**config.mk**
```make
export PLATFORM = sky130hd
export DESIGN_NAME = usc_ctrl
export DESIGN_NICKNAME = d
export VERILOG_FILES = /design/src/usc_pkg.sv /design/src/usc_ctrl.sv /design/src/usc_tx_frame.sv
export SDC_FILE = /design/constraint.sdc
export NUM_CORES = 1
export LEC_CHECK = 0
export ABC_AREA = 1
export BUFFER_PORTS_ARGS = -buffer_cell sky130_fd_sc_hd__clkbuf_2
export CAP_MARGIN = 40
export CORE_ASPECT_RATIO = 1.75
export CORE_MARGIN = 2
export CORE_UTILIZATION = 40
export DETAILED_ROUTE_END_ITERATION = 7
export PLACE_DENSITY = 0.72
export SLEW_MARGIN = 20
export SYNTH_ARGS = -nofsm -noshare
export SYNTH_HDL_FRONTEND = slang
export SYNTH_HIERARCHICAL = 1
export SYNTH_SLANG_ARGS = --single-unit
```
**constraint.sdc**
```tcl
create_clock -name clk_i -period 2.4 [get_ports clk_i]
set_clock_uncertainty 0.2 [all_clocks]
set_input_delay 0.48 -clock clk_i [delete_from_list [all_inputs] [get_ports clk_i]]
set_output_delay 0.48 -clock clk_i [all_outputs]
set_load 0.005 [all_outputs]
```
**src/usc_pkg.sv**
```systemverilog
// Shared constants and types for the serial port control block.
package usc_pkg;

  // ==========================================================================
  // Register byte addresses on the bus.
  localparam logic [7:0] ADR_CTL_FIRST = 8'h00;
  localparam logic [7:0] ADR_CTL_SECOND = 8'h04;
  localparam logic [7:0] ADR_STATUS = 8'h08;
  localparam logic [7:0] CTL_RESET = 8'h00;

  // ==========================================================================
  // Field positions of serial_control_second.
  localparam int B_TX_EMPTY_IE = 7;
  localparam int B_TX_DONE_IE = 6;
  localparam int B_RX_FULL_IE = 5;
  localparam int B_QUIET_IE = 4;
  localparam int B_TX_ON = 3;
  localparam int B_RX_ON = 2;
  localparam int B_STANDBY = 1;
  localparam int B_BREAK = 0;

  // ==========================================================================
  // Field positions of serial_control_first.
  localparam int B_LOOP = 7;
  localparam int B_SRC = 5;
  localparam int B_NINE = 4;
  localparam int B_WAKE = 3;
  localparam int B_DIR = 0;

  // ==========================================================================
  // Field positions of the status register.
  localparam int S_TX_ACTIVE = 0;
  localparam int S_STANDBY = 1;
  localparam int S_TX_OWN = 2;
  localparam int S_IRQ = 3;
  localparam int S_BRK_PEND = 4;
  localparam int S_IDLE_PEND = 5;

  // ==========================================================================
  // Frame shapes, least significant bit sent first.
  localparam int FRAME_MAX = 11;
  localparam logic [3:0] FRAME_LEN_8 = 4'ha;
  localparam logic [3:0] FRAME_LEN_9 = 4'hb;
  localparam logic [10:0] IDLE_PAT = 11'h7ff;
  localparam logic [10:0] BREAK_PAT = 11'h000;

  // Transmit sequencer states.
  typedef enum logic [1:0] {
    TS_WAIT = 2'b01,
    TS_SEND = 2'b10
  } usc_txst_t;

endpackage

```
**src/usc_ctrl.sv**
```systemverilog
// Serial port control register, transmit sequencer and pin steering.
//
// What this block does
// - Second control register is readable and writable at any time.
// - Transmit-empty enable bit 7 requests interrupt while buffer-empty flag is set.
// - Bit 6 at 0 requests done interrupt; at 1 it blocks it.
// - Receive-full enable bit 5 requests interrupt while receive-full flag is set.
// - Idle-line enable bit 4 requests interrupt while idle flag is set.
// - Transmitter takes new data only with bit 3 set; it then owns the transmit pin.
// - Internal loopback releases the transmit pin even with transmitter on.
// - Single-wire mode: direction bit sets transmit pin direction.
// - Writing transmitter enable 0 then 1 queues one idle character.
// - Transmit pin held until data, idle and break frames finish.
// - Receiver enable bit 2 at 0 stops receiver and frees receive pin.
// - Writing 1 to bit 1 puts receiver in standby awaiting wakeup.
// - Wake select 0 wakes on idle line, 1 on set top data bit.
// - Hardware clears standby when the chosen wakeup condition is seen.
// - Writing break bit 1 then 0 queues one break character.
// - Break bit held at 1 with transmitter enabled keeps queuing all-zero break characters.
// - A second break may be queued depending on timing.
// - Format bit picks 8 data bits or a ninth bit before stop.
// - Loop mode: source select 0 is loopback, 1 is single wire.
`timescale 1ns/100ps
`default_nettype none

module usc_ctrl #(
  parameter int FRAME_MAX = usc_pkg::FRAME_MAX
) (
  // Clock and reset.
  input wire logic clk_i,
  input wire logic rst_i,
  // Wishbone slave.
  input wire logic cyc_i,
  input wire logic stb_i,
  input wire logic we_i,
  input wire logic [7:0] adr_i,
  input wire logic [3:0] sel_i,
  input wire logic [31:0] dat_i,
  output logic [31:0] dat_o,
  output logic ack_o,
  // Status flags from the neighbouring status logic.
  input wire logic tx_buf_empty_flag_i,
  input wire logic tx_done_flag_i,
  input wire logic rx_buf_full_flag_i,
  input wire logic line_quiet_flag_i,
  // Transmit data from the data buffer.
  input wire logic tx_data_valid_i,
  input wire logic [8:0] tx_data_i,
  output logic tx_data_ready_o,
  input wire logic bit_tick_i,
  // Receiver wakeup events from the receive shifter.
  input wire logic rx_idle_seen_i,
  input wire logic rx_char_done_i,
  input wire logic rx_char_msb_i,
  // Pins.
  input wire logic tx_pin_i,
  output logic tx_pin_o,
  output logic tx_pin_oe_o,
  output logic tx_pin_use_o,
  input wire logic rx_pin_i,
  output logic rx_pin_use_o,
  // Receiver controls and line.
  output logic rx_line_o,
  output logic rx_on_o,
  output logic rx_standby_o,
  output logic nine_bit_o,
  // Transmitter activity and interrupt.
  output logic tx_active_o,
  output logic irq_o
);

  typedef struct packed {
    logic [7:0] ctl2;
    logic [7:0] ctl1;
    usc_pkg::usc_txst_t st;
    logic brk_pend;
    logic idle_pend;
    logic irq;
    logic rx_line;
    logic ack;
    logic [31:0] rdat;
  } usc_state_t;

  usc_state_t s_r;
  usc_state_t s_nxt;

  logic frm_load;
  logic [FRAME_MAX-1:0] frm_pat;
  logic [3:0] frm_len;
  logic frm_line;
  logic frm_busy;
  logic frm_done;
  logic wr_second;
  logic wr_first;
  logic take_data;
  logic tx_own;
  logic loop_int;
  logic single_wire;
  logic wake_hit;

  // =========================================================================
  // Read decode; unmapped addresses read as zero and still get an answer.
  function automatic logic [31:0] rd_mux(input logic [7:0] adr, input usc_state_t s,
                                         input logic own);
    logic [31:0] v;
    v = 32'h0000_0000;
    unique case (adr)
      usc_pkg::ADR_CTL_FIRST: v[7:0] = s.ctl1;
      usc_pkg::ADR_CTL_SECOND: v[7:0] = s.ctl2;
      usc_pkg::ADR_STATUS: begin
        v[usc_pkg::S_TX_ACTIVE] = (s.st == usc_pkg::TS_SEND);
        v[usc_pkg::S_STANDBY] = s.ctl2[usc_pkg::B_STANDBY];
        v[usc_pkg::S_TX_OWN] = own;
        v[usc_pkg::S_IRQ] = s.irq;
        v[usc_pkg::S_BRK_PEND] = s.brk_pend;
        v[usc_pkg::S_IDLE_PEND] = s.idle_pend;
      end
      default: v = 32'h0000_0000;
    endcase
    return v;
  endfunction

  // =========================================================================
  // Writes land at the edge where the master sees ack, so each access
  // commits exactly once; no transmitter or receiver state blocks them.
  assign wr_second = cyc_i && stb_i && we_i && s_r.ack && sel_i[0] &&
                     (adr_i == usc_pkg::ADR_CTL_SECOND);
  assign wr_first = cyc_i && stb_i && we_i && s_r.ack && sel_i[0] &&
                    (adr_i == usc_pkg::ADR_CTL_FIRST);

  // Mode decode of the loop and source bits.
  assign loop_int = s_r.ctl1[usc_pkg::B_LOOP] && !s_r.ctl1[usc_pkg::B_SRC];
  assign single_wire = s_r.ctl1[usc_pkg::B_LOOP] && s_r.ctl1[usc_pkg::B_SRC];

  // The transmitter keeps the pin while enabled or while any frame is
  // still sending or queued, so a late break is never cut off.
  assign tx_own = s_r.ctl2[usc_pkg::B_TX_ON] || (s_r.st == usc_pkg::TS_SEND) ||
                  s_r.brk_pend || s_r.idle_pend;

  // Wakeup condition chosen by the wake select bit.
  assign wake_hit = s_r.ctl1[usc_pkg::B_WAKE] ?
                    (rx_char_done_i && rx_char_msb_i) : rx_idle_seen_i;

  // =========================================================================
  // Frame choice at a frame boundary: break first, then idle, then data.
  // Queued frames still go out after the enable drops; new data does not.
  always_comb begin
    frm_load = 1'b0;
    take_data = 1'b0;
    frm_pat = usc_pkg::IDLE_PAT;
    frm_len = s_r.ctl1[usc_pkg::B_NINE] ? usc_pkg::FRAME_LEN_9 :
              usc_pkg::FRAME_LEN_8;
    if (s_r.st == usc_pkg::TS_WAIT) begin
      if (s_r.brk_pend || (s_r.ctl2[usc_pkg::B_BREAK] && s_r.ctl2[usc_pkg::B_TX_ON])) begin
        frm_load = 1'b1;
        frm_pat = usc_pkg::BREAK_PAT;
      end else if (s_r.idle_pend) begin
        frm_load = 1'b1;
        frm_pat = usc_pkg::IDLE_PAT;
      end else if (s_r.ctl2[usc_pkg::B_TX_ON] && tx_data_valid_i) begin
        frm_load = 1'b1;
        take_data = 1'b1;
        if (s_r.ctl1[usc_pkg::B_NINE]) begin
          frm_pat = {1'b1, tx_data_i[8], tx_data_i[7:0], 1'b0};
        end else begin
          frm_pat = {2'b11, tx_data_i[7:0], 1'b0};
        end
      end
    end
  end

  // =========================================================================
  // Next state of registers, sequencer, queues and bus answer.
  always_comb begin
    s_nxt = s_r;
    // Bus answer one cycle after the request; ack drops after one cycle.
    s_nxt.ack = cyc_i && stb_i && !s_r.ack;
    if (cyc_i && stb_i && !s_r.ack) begin
      s_nxt.rdat = rd_mux(adr_i, s_r, tx_own);
    end
    // Sequencer.
    unique case (s_r.st)
      usc_pkg::TS_WAIT: begin
        if (frm_load) begin
          s_nxt.st = usc_pkg::TS_SEND;
        end
      end
      usc_pkg::TS_SEND: begin
        if (frm_done) begin
          s_nxt.st = usc_pkg::TS_WAIT;
        end
      end
    endcase
    // Queues are consumed first and set afterwards, so a write in the same
    // cycle as the consuming load still leaves a new frame queued.
    if (frm_load && (frm_pat == usc_pkg::BREAK_PAT)) begin
      s_nxt.brk_pend = 1'b0;
    end
    if (frm_load && !take_data && (frm_pat == usc_pkg::IDLE_PAT)) begin
      s_nxt.idle_pend = 1'b0;
    end
    // Hardware wakeup clears standby; a software write in the same cycle wins.
    if (s_r.ctl2[usc_pkg::B_STANDBY] && s_r.ctl2[usc_pkg::B_RX_ON] && wake_hit) begin
      s_nxt.ctl2[usc_pkg::B_STANDBY] = 1'b0;
    end
    if (wr_second) begin
      s_nxt.ctl2 = dat_i[7:0];
      if (dat_i[usc_pkg::B_TX_ON] && !s_r.ctl2[usc_pkg::B_TX_ON]) begin
        s_nxt.idle_pend = 1'b1;
      end
      if (dat_i[usc_pkg::B_BREAK] && !s_r.ctl2[usc_pkg::B_BREAK]) begin
        s_nxt.brk_pend = 1'b1;
      end
    end
    if (wr_first) begin
      s_nxt.ctl1 = dat_i[7:0];
    end
    // Merged interrupt; the done enable works inverted.
    s_nxt.irq = (s_r.ctl2[usc_pkg::B_TX_EMPTY_IE] && tx_buf_empty_flag_i) ||
                (!s_r.ctl2[usc_pkg::B_TX_DONE_IE] && tx_done_flag_i) ||
                (s_r.ctl2[usc_pkg::B_RX_FULL_IE] && rx_buf_full_flag_i) ||
                (s_r.ctl2[usc_pkg::B_QUIET_IE] && line_quiet_flag_i);
    // Receiver input: pin, own output, or the shared single wire.
    if (!s_r.ctl1[usc_pkg::B_LOOP]) begin
      s_nxt.rx_line = rx_pin_i;
    end else if (single_wire) begin
      s_nxt.rx_line = tx_pin_i;
    end else begin
      s_nxt.rx_line = frm_line;
    end
  end

  // =========================================================================
  // Register the whole state at once.
  always_ff @(posedge clk_i) begin
    if (rst_i) begin
      s_r <= '{ctl2: usc_pkg::CTL_RESET, ctl1: usc_pkg::CTL_RESET,
               st: usc_pkg::TS_WAIT, brk_pend: 1'b0, idle_pend: 1'b0,
               irq: 1'b0, rx_line: 1'b1, ack: 1'b0, rdat: 32'h0000_0000};
    end else begin
      s_r <= s_nxt;
    end
  end

  // =========================================================================
  // Frame shifter.
  usc_tx_frame #(
    .FRAME_MAX(FRAME_MAX)
  ) u_frame (
    .clk_i(clk_i),
    .rst_i(rst_i),
    .load_i(frm_load),
    .pattern_i(frm_pat),
    .len_i(frm_len),
    .bit_tick_i(bit_tick_i),
    .line_o(frm_line),
    .busy_o(frm_busy),
    .done_o(frm_done)
  );

  // =========================================================================
  // Outputs. Loopback hands the transmit pin back; single wire drives it
  // only while the direction bit points outward.
  assign dat_o = s_r.rdat;
  assign ack_o = s_r.ack;
  assign tx_data_ready_o = take_data;
  assign tx_pin_o = frm_line;
  assign tx_pin_use_o = tx_own && !loop_int;
  assign tx_pin_oe_o = tx_own && !loop_int &&
                       (!single_wire || s_r.ctl1[usc_pkg::B_DIR]);
  assign rx_pin_use_o = s_r.ctl2[usc_pkg::B_RX_ON] && !s_r.ctl1[usc_pkg::B_LOOP];
  assign rx_line_o = s_r.rx_line;
  assign rx_on_o = s_r.ctl2[usc_pkg::B_RX_ON];
  assign rx_standby_o = s_r.ctl2[usc_pkg::B_STANDBY];
  assign nine_bit_o = s_r.ctl1[usc_pkg::B_NINE];
  assign tx_active_o = (s_r.st == usc_pkg::TS_SEND) || frm_busy;
  assign irq_o = s_r.irq;
endmodule
`default_nettype wire

```
**src/usc_tx_frame.sv**
```systemverilog
// Bit shifter that sends one frame of up to eleven bit times on the line.
`timescale 1ns/100ps
`default_nettype none

module usc_tx_frame #(
  parameter int FRAME_MAX = 11
) (
  // Clock and reset.
  input wire logic clk_i,
  input wire logic rst_i,
  // Frame request.
  input wire logic load_i,
  input wire logic [FRAME_MAX-1:0] pattern_i,
  input wire logic [3:0] len_i,
  input wire logic bit_tick_i,
  // Line and progress.
  output logic line_o,
  output logic busy_o,
  output logic done_o
);

  typedef struct packed {
    logic [FRAME_MAX-1:0] sh;
    logic [3:0] cnt;
    logic busy;
    logic line;
    logic done;
  } usc_frm_t;

  usc_frm_t s_r;
  usc_frm_t s_nxt;

  // =========================================================================
  // Next state; the line rests high between frames so it reads as idle.
  always_comb begin
    s_nxt = s_r;
    s_nxt.done = 1'b0;
    if (load_i) begin
      s_nxt.sh = pattern_i;
      s_nxt.cnt = len_i;
      s_nxt.busy = 1'b1;
      s_nxt.line = pattern_i[0];
    end else if (s_r.busy && bit_tick_i) begin
      if (s_r.cnt == 4'h1) begin
        s_nxt.busy = 1'b0;
        s_nxt.line = 1'b1;
        s_nxt.done = 1'b1;
      end else begin
        s_nxt.sh = s_r.sh >> 1;
        s_nxt.line = s_r.sh[1];
        s_nxt.cnt = s_r.cnt - 4'h1;
      end
    end
  end

  // Register the whole state at once.
  always_ff @(posedge clk_i) begin
    if (rst_i) begin
      s_r <= '{sh: '1, cnt: 4'h0, busy: 1'b0, line: 1'b1, done: 1'b0};
    end else begin
      s_r <= s_nxt;
    end
  end

  assign line_o = s_r.line;
  assign busy_o = s_r.busy;
  assign done_o = s_r.done;

endmodule
`default_nettype wire
```
==> results of run 1 <==
flip-flops by register name (all words and copies together), names as in the netlist:
name and cells:
ack_o 1, dat_o 8, irq_o 1, nine_bit_o 1, rx_line_o 1, rx_on_o 1, rx_standby_o 1, s_r 17
u_frame/busy_o 1, u_frame/done_o 1, u_frame/line_o 1, u_frame/s_r 14
synthesized netlist by cell type (3+ instances only):
cell type,number
buf_2,3
nand3_1,41
nor2_2,7
o21ai_0,20
a31oi_1,3
nand2_1,90
nor2_1,31
inv_1,30
inv_2,4
nand3b_1,3
dfxtp_1,48
buf_4,34
a21oi_1,35
nand2_2,8
through the flow:
step / utilization [%] / setup slack, ns / instance area [sq um] / total power, mW / instances
2_1_floorplan: - / 0.685 / 2750 / 0.915 / 410
6_report: 46.8 / 0.284 / 3040 / 1.63 / 523
3_3_place_gp: 44.5 / 0.320 / 2890 / 0.939 / 515
3_5_place_dp: 44.5 / 0.285 / 2890 / 0.940 / 515
4_1_cts: 46.8 / 0.276 / 3040 / 1.64 / 523
5_1_grt: 46.8 / 0.0476 / 3040 / 1.69 / 523
power breakdown:
| group | total [mW] | switching [mW] | internal, mW |
|---|---|---|---|
| clock network | 0.712 | 0.296 | 0.415 |
| logic | 0.114 | 0.0691 | 0.0449 |
| registers | 0.809 | 0.00442 | 0.804 |
| total | 1.63 | 0.370 | 1.26 |
worst reg2reg max path, stage by stage (launching register included):
cell	delay (ns)
dfxtp_1	0.40
nor2_1	0.10
nor2_2	0.20
nor3_1	0.09
nor2_1	0.46
inv_6	0.09
nand2_2	0.11
nand2_2	0.17
nand2_1	0.12
nand3_1	0.07
cells by family after synthesis:
| kind of cell | Yosys count | synth area share, % |
|---|---|---|
| adder cells (fa/ha/maj) | 2 | 0.941 |
| AO/OA/AOI/OAI | 62 | 12.2 |
| flip-flops | 48 | 36.2 |
| XOR/XNOR | 1 | 0.330 |
| AND/OR/NAND/NOR | 191 | 33.1 |
| other | 2 | 0.283 |
| buffers and inverters | 79 | 17.0 |
per-layer routing:
| layer | up-vias | routed length (um) | track usage, % |
|---|---|---|---|
| met5 | - | 0 | 0 |
| met4 | 0 | 124 | 7.08 |
| met3 | 14 | 324 | 2.93 |
| met2 | 86 | 3430 | 34.3 |
| met1 | 1131 | 2280 | 18.2 |
| li1 | 1292 | - | - |
worst max path at each step:
stage	cells past startpoint	end	slack, ns
2_1_floorplan	11	u_frame/s_r[14]	0.69
3_3_place_gp	10	u_frame/s_r[4]	0.32
3_5_place_dp	11	u_frame/s_r[6]	0.28
4_1_cts	9	u_frame/s_r[16]	0.28
5_1_grt	10	u_frame/s_r[6]	0.05
6_report	4	tx_data_ready_o	0.28
layout make-up:
cell class | count | area (sq um)
flip-flops and latches | 48 | 961
fillers | 687 | 3450
inverters | 37 | 149
clock inverters | 1 | 7.51
well taps | 82 | 103
repair buffers | 65 | 335
multi-input cells | 283 | 1340
clock buffers | 7 | 143
==> results.md, run 1 <==
* Status: finished, final reports clean
* Initial antenna violation count at 0
* Clock buffer depth at 2
* WL per Instance at roughly 12 um
* Die Y at around 110 um
* Core box area at 6490 sq um
* Crit Path Max Fanout at 5
* Largest net degree at the start of global routing at 33
* Cells after Synth at about 390
* TritonCTS Buffers at 5
* Post-CTS Setup Inserts at 0
* Final nets at between 500 and 600
* WHS Path Cells at 3
* Fin. max-slew vios at 0
* Starting DRT DRC Count at 114
* Flop2flop setup slack at 0.29 ns
* Synthesis Warnings at 6
* Diode count at 0
* Number of synthesized flops with an enable pin at 0
* Setup crit start kind: flip-flop
* Total GRT Usage at around 18%
* Peak VDD IR at between 300 and 400 uV
* Post-synth ARST share at 0%
* Yosys reg bits at 48
* Fmax at 473 MHz
* Drt pass-1 iters at 4
* Pwr dens at 538 nW/um^2
* Commonest non-fill, non-tap cell in the layout: nand2_1
* Via count at 2523
* CTS tree: built
* Setup TNS at 0 ns
* Share of the synthesized area in the top cell type at 36.2%
* HP Start: rx_pin_i
* Slowest CP cell: dfxtp_1
* R2R Path Start: s_r[50]
* Hold slack at about 0.21 ns
* Initial Utilization at 40.9%
* Vias in the first global route at 2362
* Post-DRT Antenna Nets at 0
* Max Cap Violations at 0
* Required time worst endpoint at roughly 1.7 ns
* Hold WC Path Type: in2reg
* H-tree level count at 2
* Post-DR vias/cell at 4.82
* Area grow syn2layout at 14.2%
* I/O Pins at 113
* Gr ovfl total at 0
* Post-CTS Hold Buffers at 0
* Post-CTS Resized at 0
* Leak Pwr at roughly 1.5 nW
* Skew-Pair Late Insertion Delay at 0.29 ns
* Row cnt at 39
* Pin slew with the least headroom to its limit at 0.581 ns
* Critical path's top delay family: simple AND/OR/NAND/NOR gates
* Critical path's largest stage delay at 0.35 ns
* Hold Path End: rx_line_o
* Top cell type by total area after synthesis: dfxtp_1
* Synthesized area at 2660 sq um
* Synth area leaders: dfxtp_1 36%, nand2_1 13%, buf_4 9.6%, nand3_1 7.7%, a21oi_1 6.6%
* Die area at 7340 sq um
* Main synth FF type: dfxtp_1
* IO buf count at 61
* First-pass GRT wire length at 10.3 mm
* Relative slew slack at 61.1%
* Share of layout cells above drive strength 1 at 23.1%
* Hpwl dp at 4.74 mm
* Post-synthesis sequential area ratio at between 30% and 40%
* Worst r2r path cells at 9
* Final Critical Period at 2.12 ns
* Critical-path cell list: nor2_1 > nor2_2 > nor4_1 > clkbuf_2
* Reg clk slew, reported paths at 0.06 ns
* Most frequent cells in the layout: 90 x nand2_1, 61 x clkbuf_2, 48 x dfxtp_1
* Syn Area/Cell at 6.90 sq um
* RSZ-0062 raised after global routing: no
* Synth cell types at 33
* Crit path DAT at 1.44 ns
* Clk sinks at 48
* Critical path class: reg2out
* Die W at 65.6 um
* WL final at 6.16 mm
* Worst Path Buf+Inv at 1
* Hold Fails Final Rpt at 0
* RR Endpoint: u_frame/s_r[16]
* GP Congestion at 0.844
* Setup violators final at 0
* Root Driver: clkbuf_16
* CP endpoint kind: primary output
* DRC Markers at 0
* Ratio of final minimum period to clock period at about nine tenths
* Critical path launch point: s_r[50]
Note: power is estimated with default switching activity, not from simulation.
==> run 2, diff against run 1 <==
- CAP_MARGIN: 40 -> 25
- CORE_UTILIZATION: 40 -> 48
- PLACE_DENSITY: 0.72 -> 0.83
==> run 2 against run 1 <==
  * Global-route usage is 2.8 points higher
  * Die area down 16%
  * Critical path depth rose by 1
  * Register-to-register slack improved by 0.03 ns
  * Routed wire length fell by 0.60%
  * Combinational power about the same
  * Cell count fell by 1.7%
  * Via count fell by 1.1%
  * Critical path type unchanged
==> results.md, run 2 (synthesis gave the netlist of run 1 again) <==
* H-tree level count at 2 (unchanged)
* Area grow syn2layout at 11.6% (was 14.2%)
* Reg clk slew, reported paths at 0.09 ns (was 0.06 ns)
* Clk sinks at 48 (unchanged)
* Placed cell count at 506 (was 515)
* RSZ-0062 raised after global routing: no (unchanged)
* Die area at 6170 sq um (was 7340 sq um)
* Crit path DAT at 1.43 ns (was 1.44 ns)
* Via count at 2496 (was 2523)
* Core box area at 5300 sq um (was 6490 sq um)
* Setup TNS at 0 ns (unchanged)
* Final Power at 1.44 mW (was 1.63 mW)
* Commonest non-fill, non-tap cell in the layout: nand2_1 (unchanged)
* Largest net degree at the start of global routing at 33 (unchanged)
* DP Area at 2870 sq um (was 2890 sq um)
* Skew-Pair Late Insertion Delay at 0.31 ns (was 0.29 ns)
* Hpwl dp at 4.74 mm (about the same)
* TritonCTS Buffers at 5 (unchanged)
* Crit Path Max Fanout at 5 (unchanged)
* Initial Utilization at 50.2% (was 40.9%)
* Fmax at 475 MHz (was 473 MHz)
* Fin worst setup slack at 0.295 ns (was 0.284 ns)
* Vias in the first global route at 2217 (was 2362)
* Diode count at 0 (unchanged)
* GP Congestion at 0.887 (was 0.844)
* Pwr dens at 485 nW/um^2 (was 538 nW/um^2)
* CTS tree: built (unchanged)
* Register Area at 961 sq um (unchanged)
* Hold slack at 0.179 ns (was 0.213 ns)
* Non-Filler Instances at 514 (was 523)
* Starting DRT DRC Count at 100 (was 114)
* Fin. max-slew vios at 0 (unchanged)
* Final Critical Period at 2.11 ns (was 2.12 ns)
* Die Y at 102 um (was 112 um)
* Peak VDD IR at 356 uV (was 304 uV)
* Gr ovfl total at 0 (unchanged)
* WL per Instance at 11.9 um (was 11.8 um)
* Flop2flop setup slack at 0.32 ns (was 0.29 ns)
* Setup violators final at 0 (unchanged)
* Post-DR vias/cell at 4.86 (was 4.82)
* Pre-CTS setup slack at 0.123 ns (was 0.285 ns)
* Most frequent cells in the layout: 90 x nand2_1, 61 x clkbuf_2, 48 x dfxtp_1 (unchanged)
* Root Driver: clkbuf_8 (was clkbuf_16)
* Final nets at 510 (was 511)
* I/O Pins at 113 (unchanged)
* Drt pass-1 iters at 5 (was 4)
* Post-CTS Hold Buffers at 0 (unchanged)
* Max FFs per register at 17 (unchanged)
* DRC Markers at 0 (unchanged)
* Pin slew with the least headroom to its limit at 0.561 ns (was 0.581 ns)
* Layout fillers at 539 (was 687)
* Row cnt at 35 (was 39)
* Design Area, Final at 2970 sq um (was 3040 sq um)
* Critical path class: reg2out (unchanged)
* Largest register by flop count: s_r (unchanged)
* Final core occ at 56.0% (was 46.8%)
* WL final at 6.12 mm (was 6.16 mm)
* Total GRT Usage at 20.6% (was 17.8%)
* Die W at 60.2 um (was 65.6 um)
* Hold WC Path Type: in2reg (unchanged)
* Required time worst endpoint at 1.72 ns (about the same)
* Leak Pwr at 1.47 nW (was 1.49 nW)
* First-pass GRT wire length at 9.62 mm (was 10.3 mm)
* Setup crit start kind: flip-flop (unchanged)
* Initial antenna violation count at 0 (unchanged)
* Max Cap Violations at 0 (unchanged)
* IO buf count at 61 (unchanged)
* Ratio of final minimum period to clock period at 87.7% (was 88.2%)
* Multi-input gate area at 1340 sq um (about the same)
* Relative slew slack at 62.6% (was 61.1%)
* Status: finished, final reports clean (unchanged)
* Post-DRT Antenna Nets at 0 (unchanged)
* CP endpoint kind: primary output (unchanged)
* Clock buffer depth at 2 (unchanged)
* Share of layout cells above drive strength 1 at 23.4% (was 23.1%)
* Hold Fails Final Rpt at 0 (unchanged)
-- run 2: cell types whose count changed in the layout (fill, tap and decap cells not counted) --
cell        delta
clkbuf_16      -5
clkbuf_8       +5
nor2_1         -1
nor2_2         +1
inv_6          +1
buf_4          -1
clkbuf_1       -1
clkinv_2       +1
clkinvlp_4     -1
-- run 2: power breakdown --
group / internal [mW] / total [mW] / switching [mW]
Sequential: 0.803 / 0.808 / 0.00457
Clock: 0.236 / 0.519 / 0.283
Combinational: 0.0438 / 0.112 / 0.0681
-- run 2: metal layers --
layer	share of wire [%]	GRT usage (%)
met2	53	37.9
met4	2.7	8.72
met3	6.0	3.92
met1	38	22.1
met5	0	0
-- run 2: layout make-up --
class	count	area share, %
multi-input cells	283	45.2
flip-flops and latches	48	32.4
repair buffers	64	11.1
inverters	37	5.02
well taps	74	3.12
clock buffers	6	2.78
clock inverters	2	0.464
-- run 2: repair_timing --
item | CTS | global route
endpoints found under the setup margin | 0 | 13
buffers inserted | 0 | 0
resized for setup | 0 | 1
-- run 2: path summary, 6_finish.rpt --
kind / depth (start not counted) / startpoint / end
setup reg to reg: 10 / s_r[50] / u_frame/s_r[6]
setup / recovery: 5 / s_r[50] / tx_pin_oe_o
hold / removal: 3 / rx_pin_i / rx_line_o
hold reg to reg: 2 / u_frame/s_r[17] / u_frame/s_r[17]
-- run 2: critical path, cell delays in order (launching register included) --
cell	delay [ns]
dfxtp_1	0.41
nor2_1	0.09
nand3b_1	0.15
o21ai_0	0.14
a31oi_1	0.19
clkbuf_2	0.14
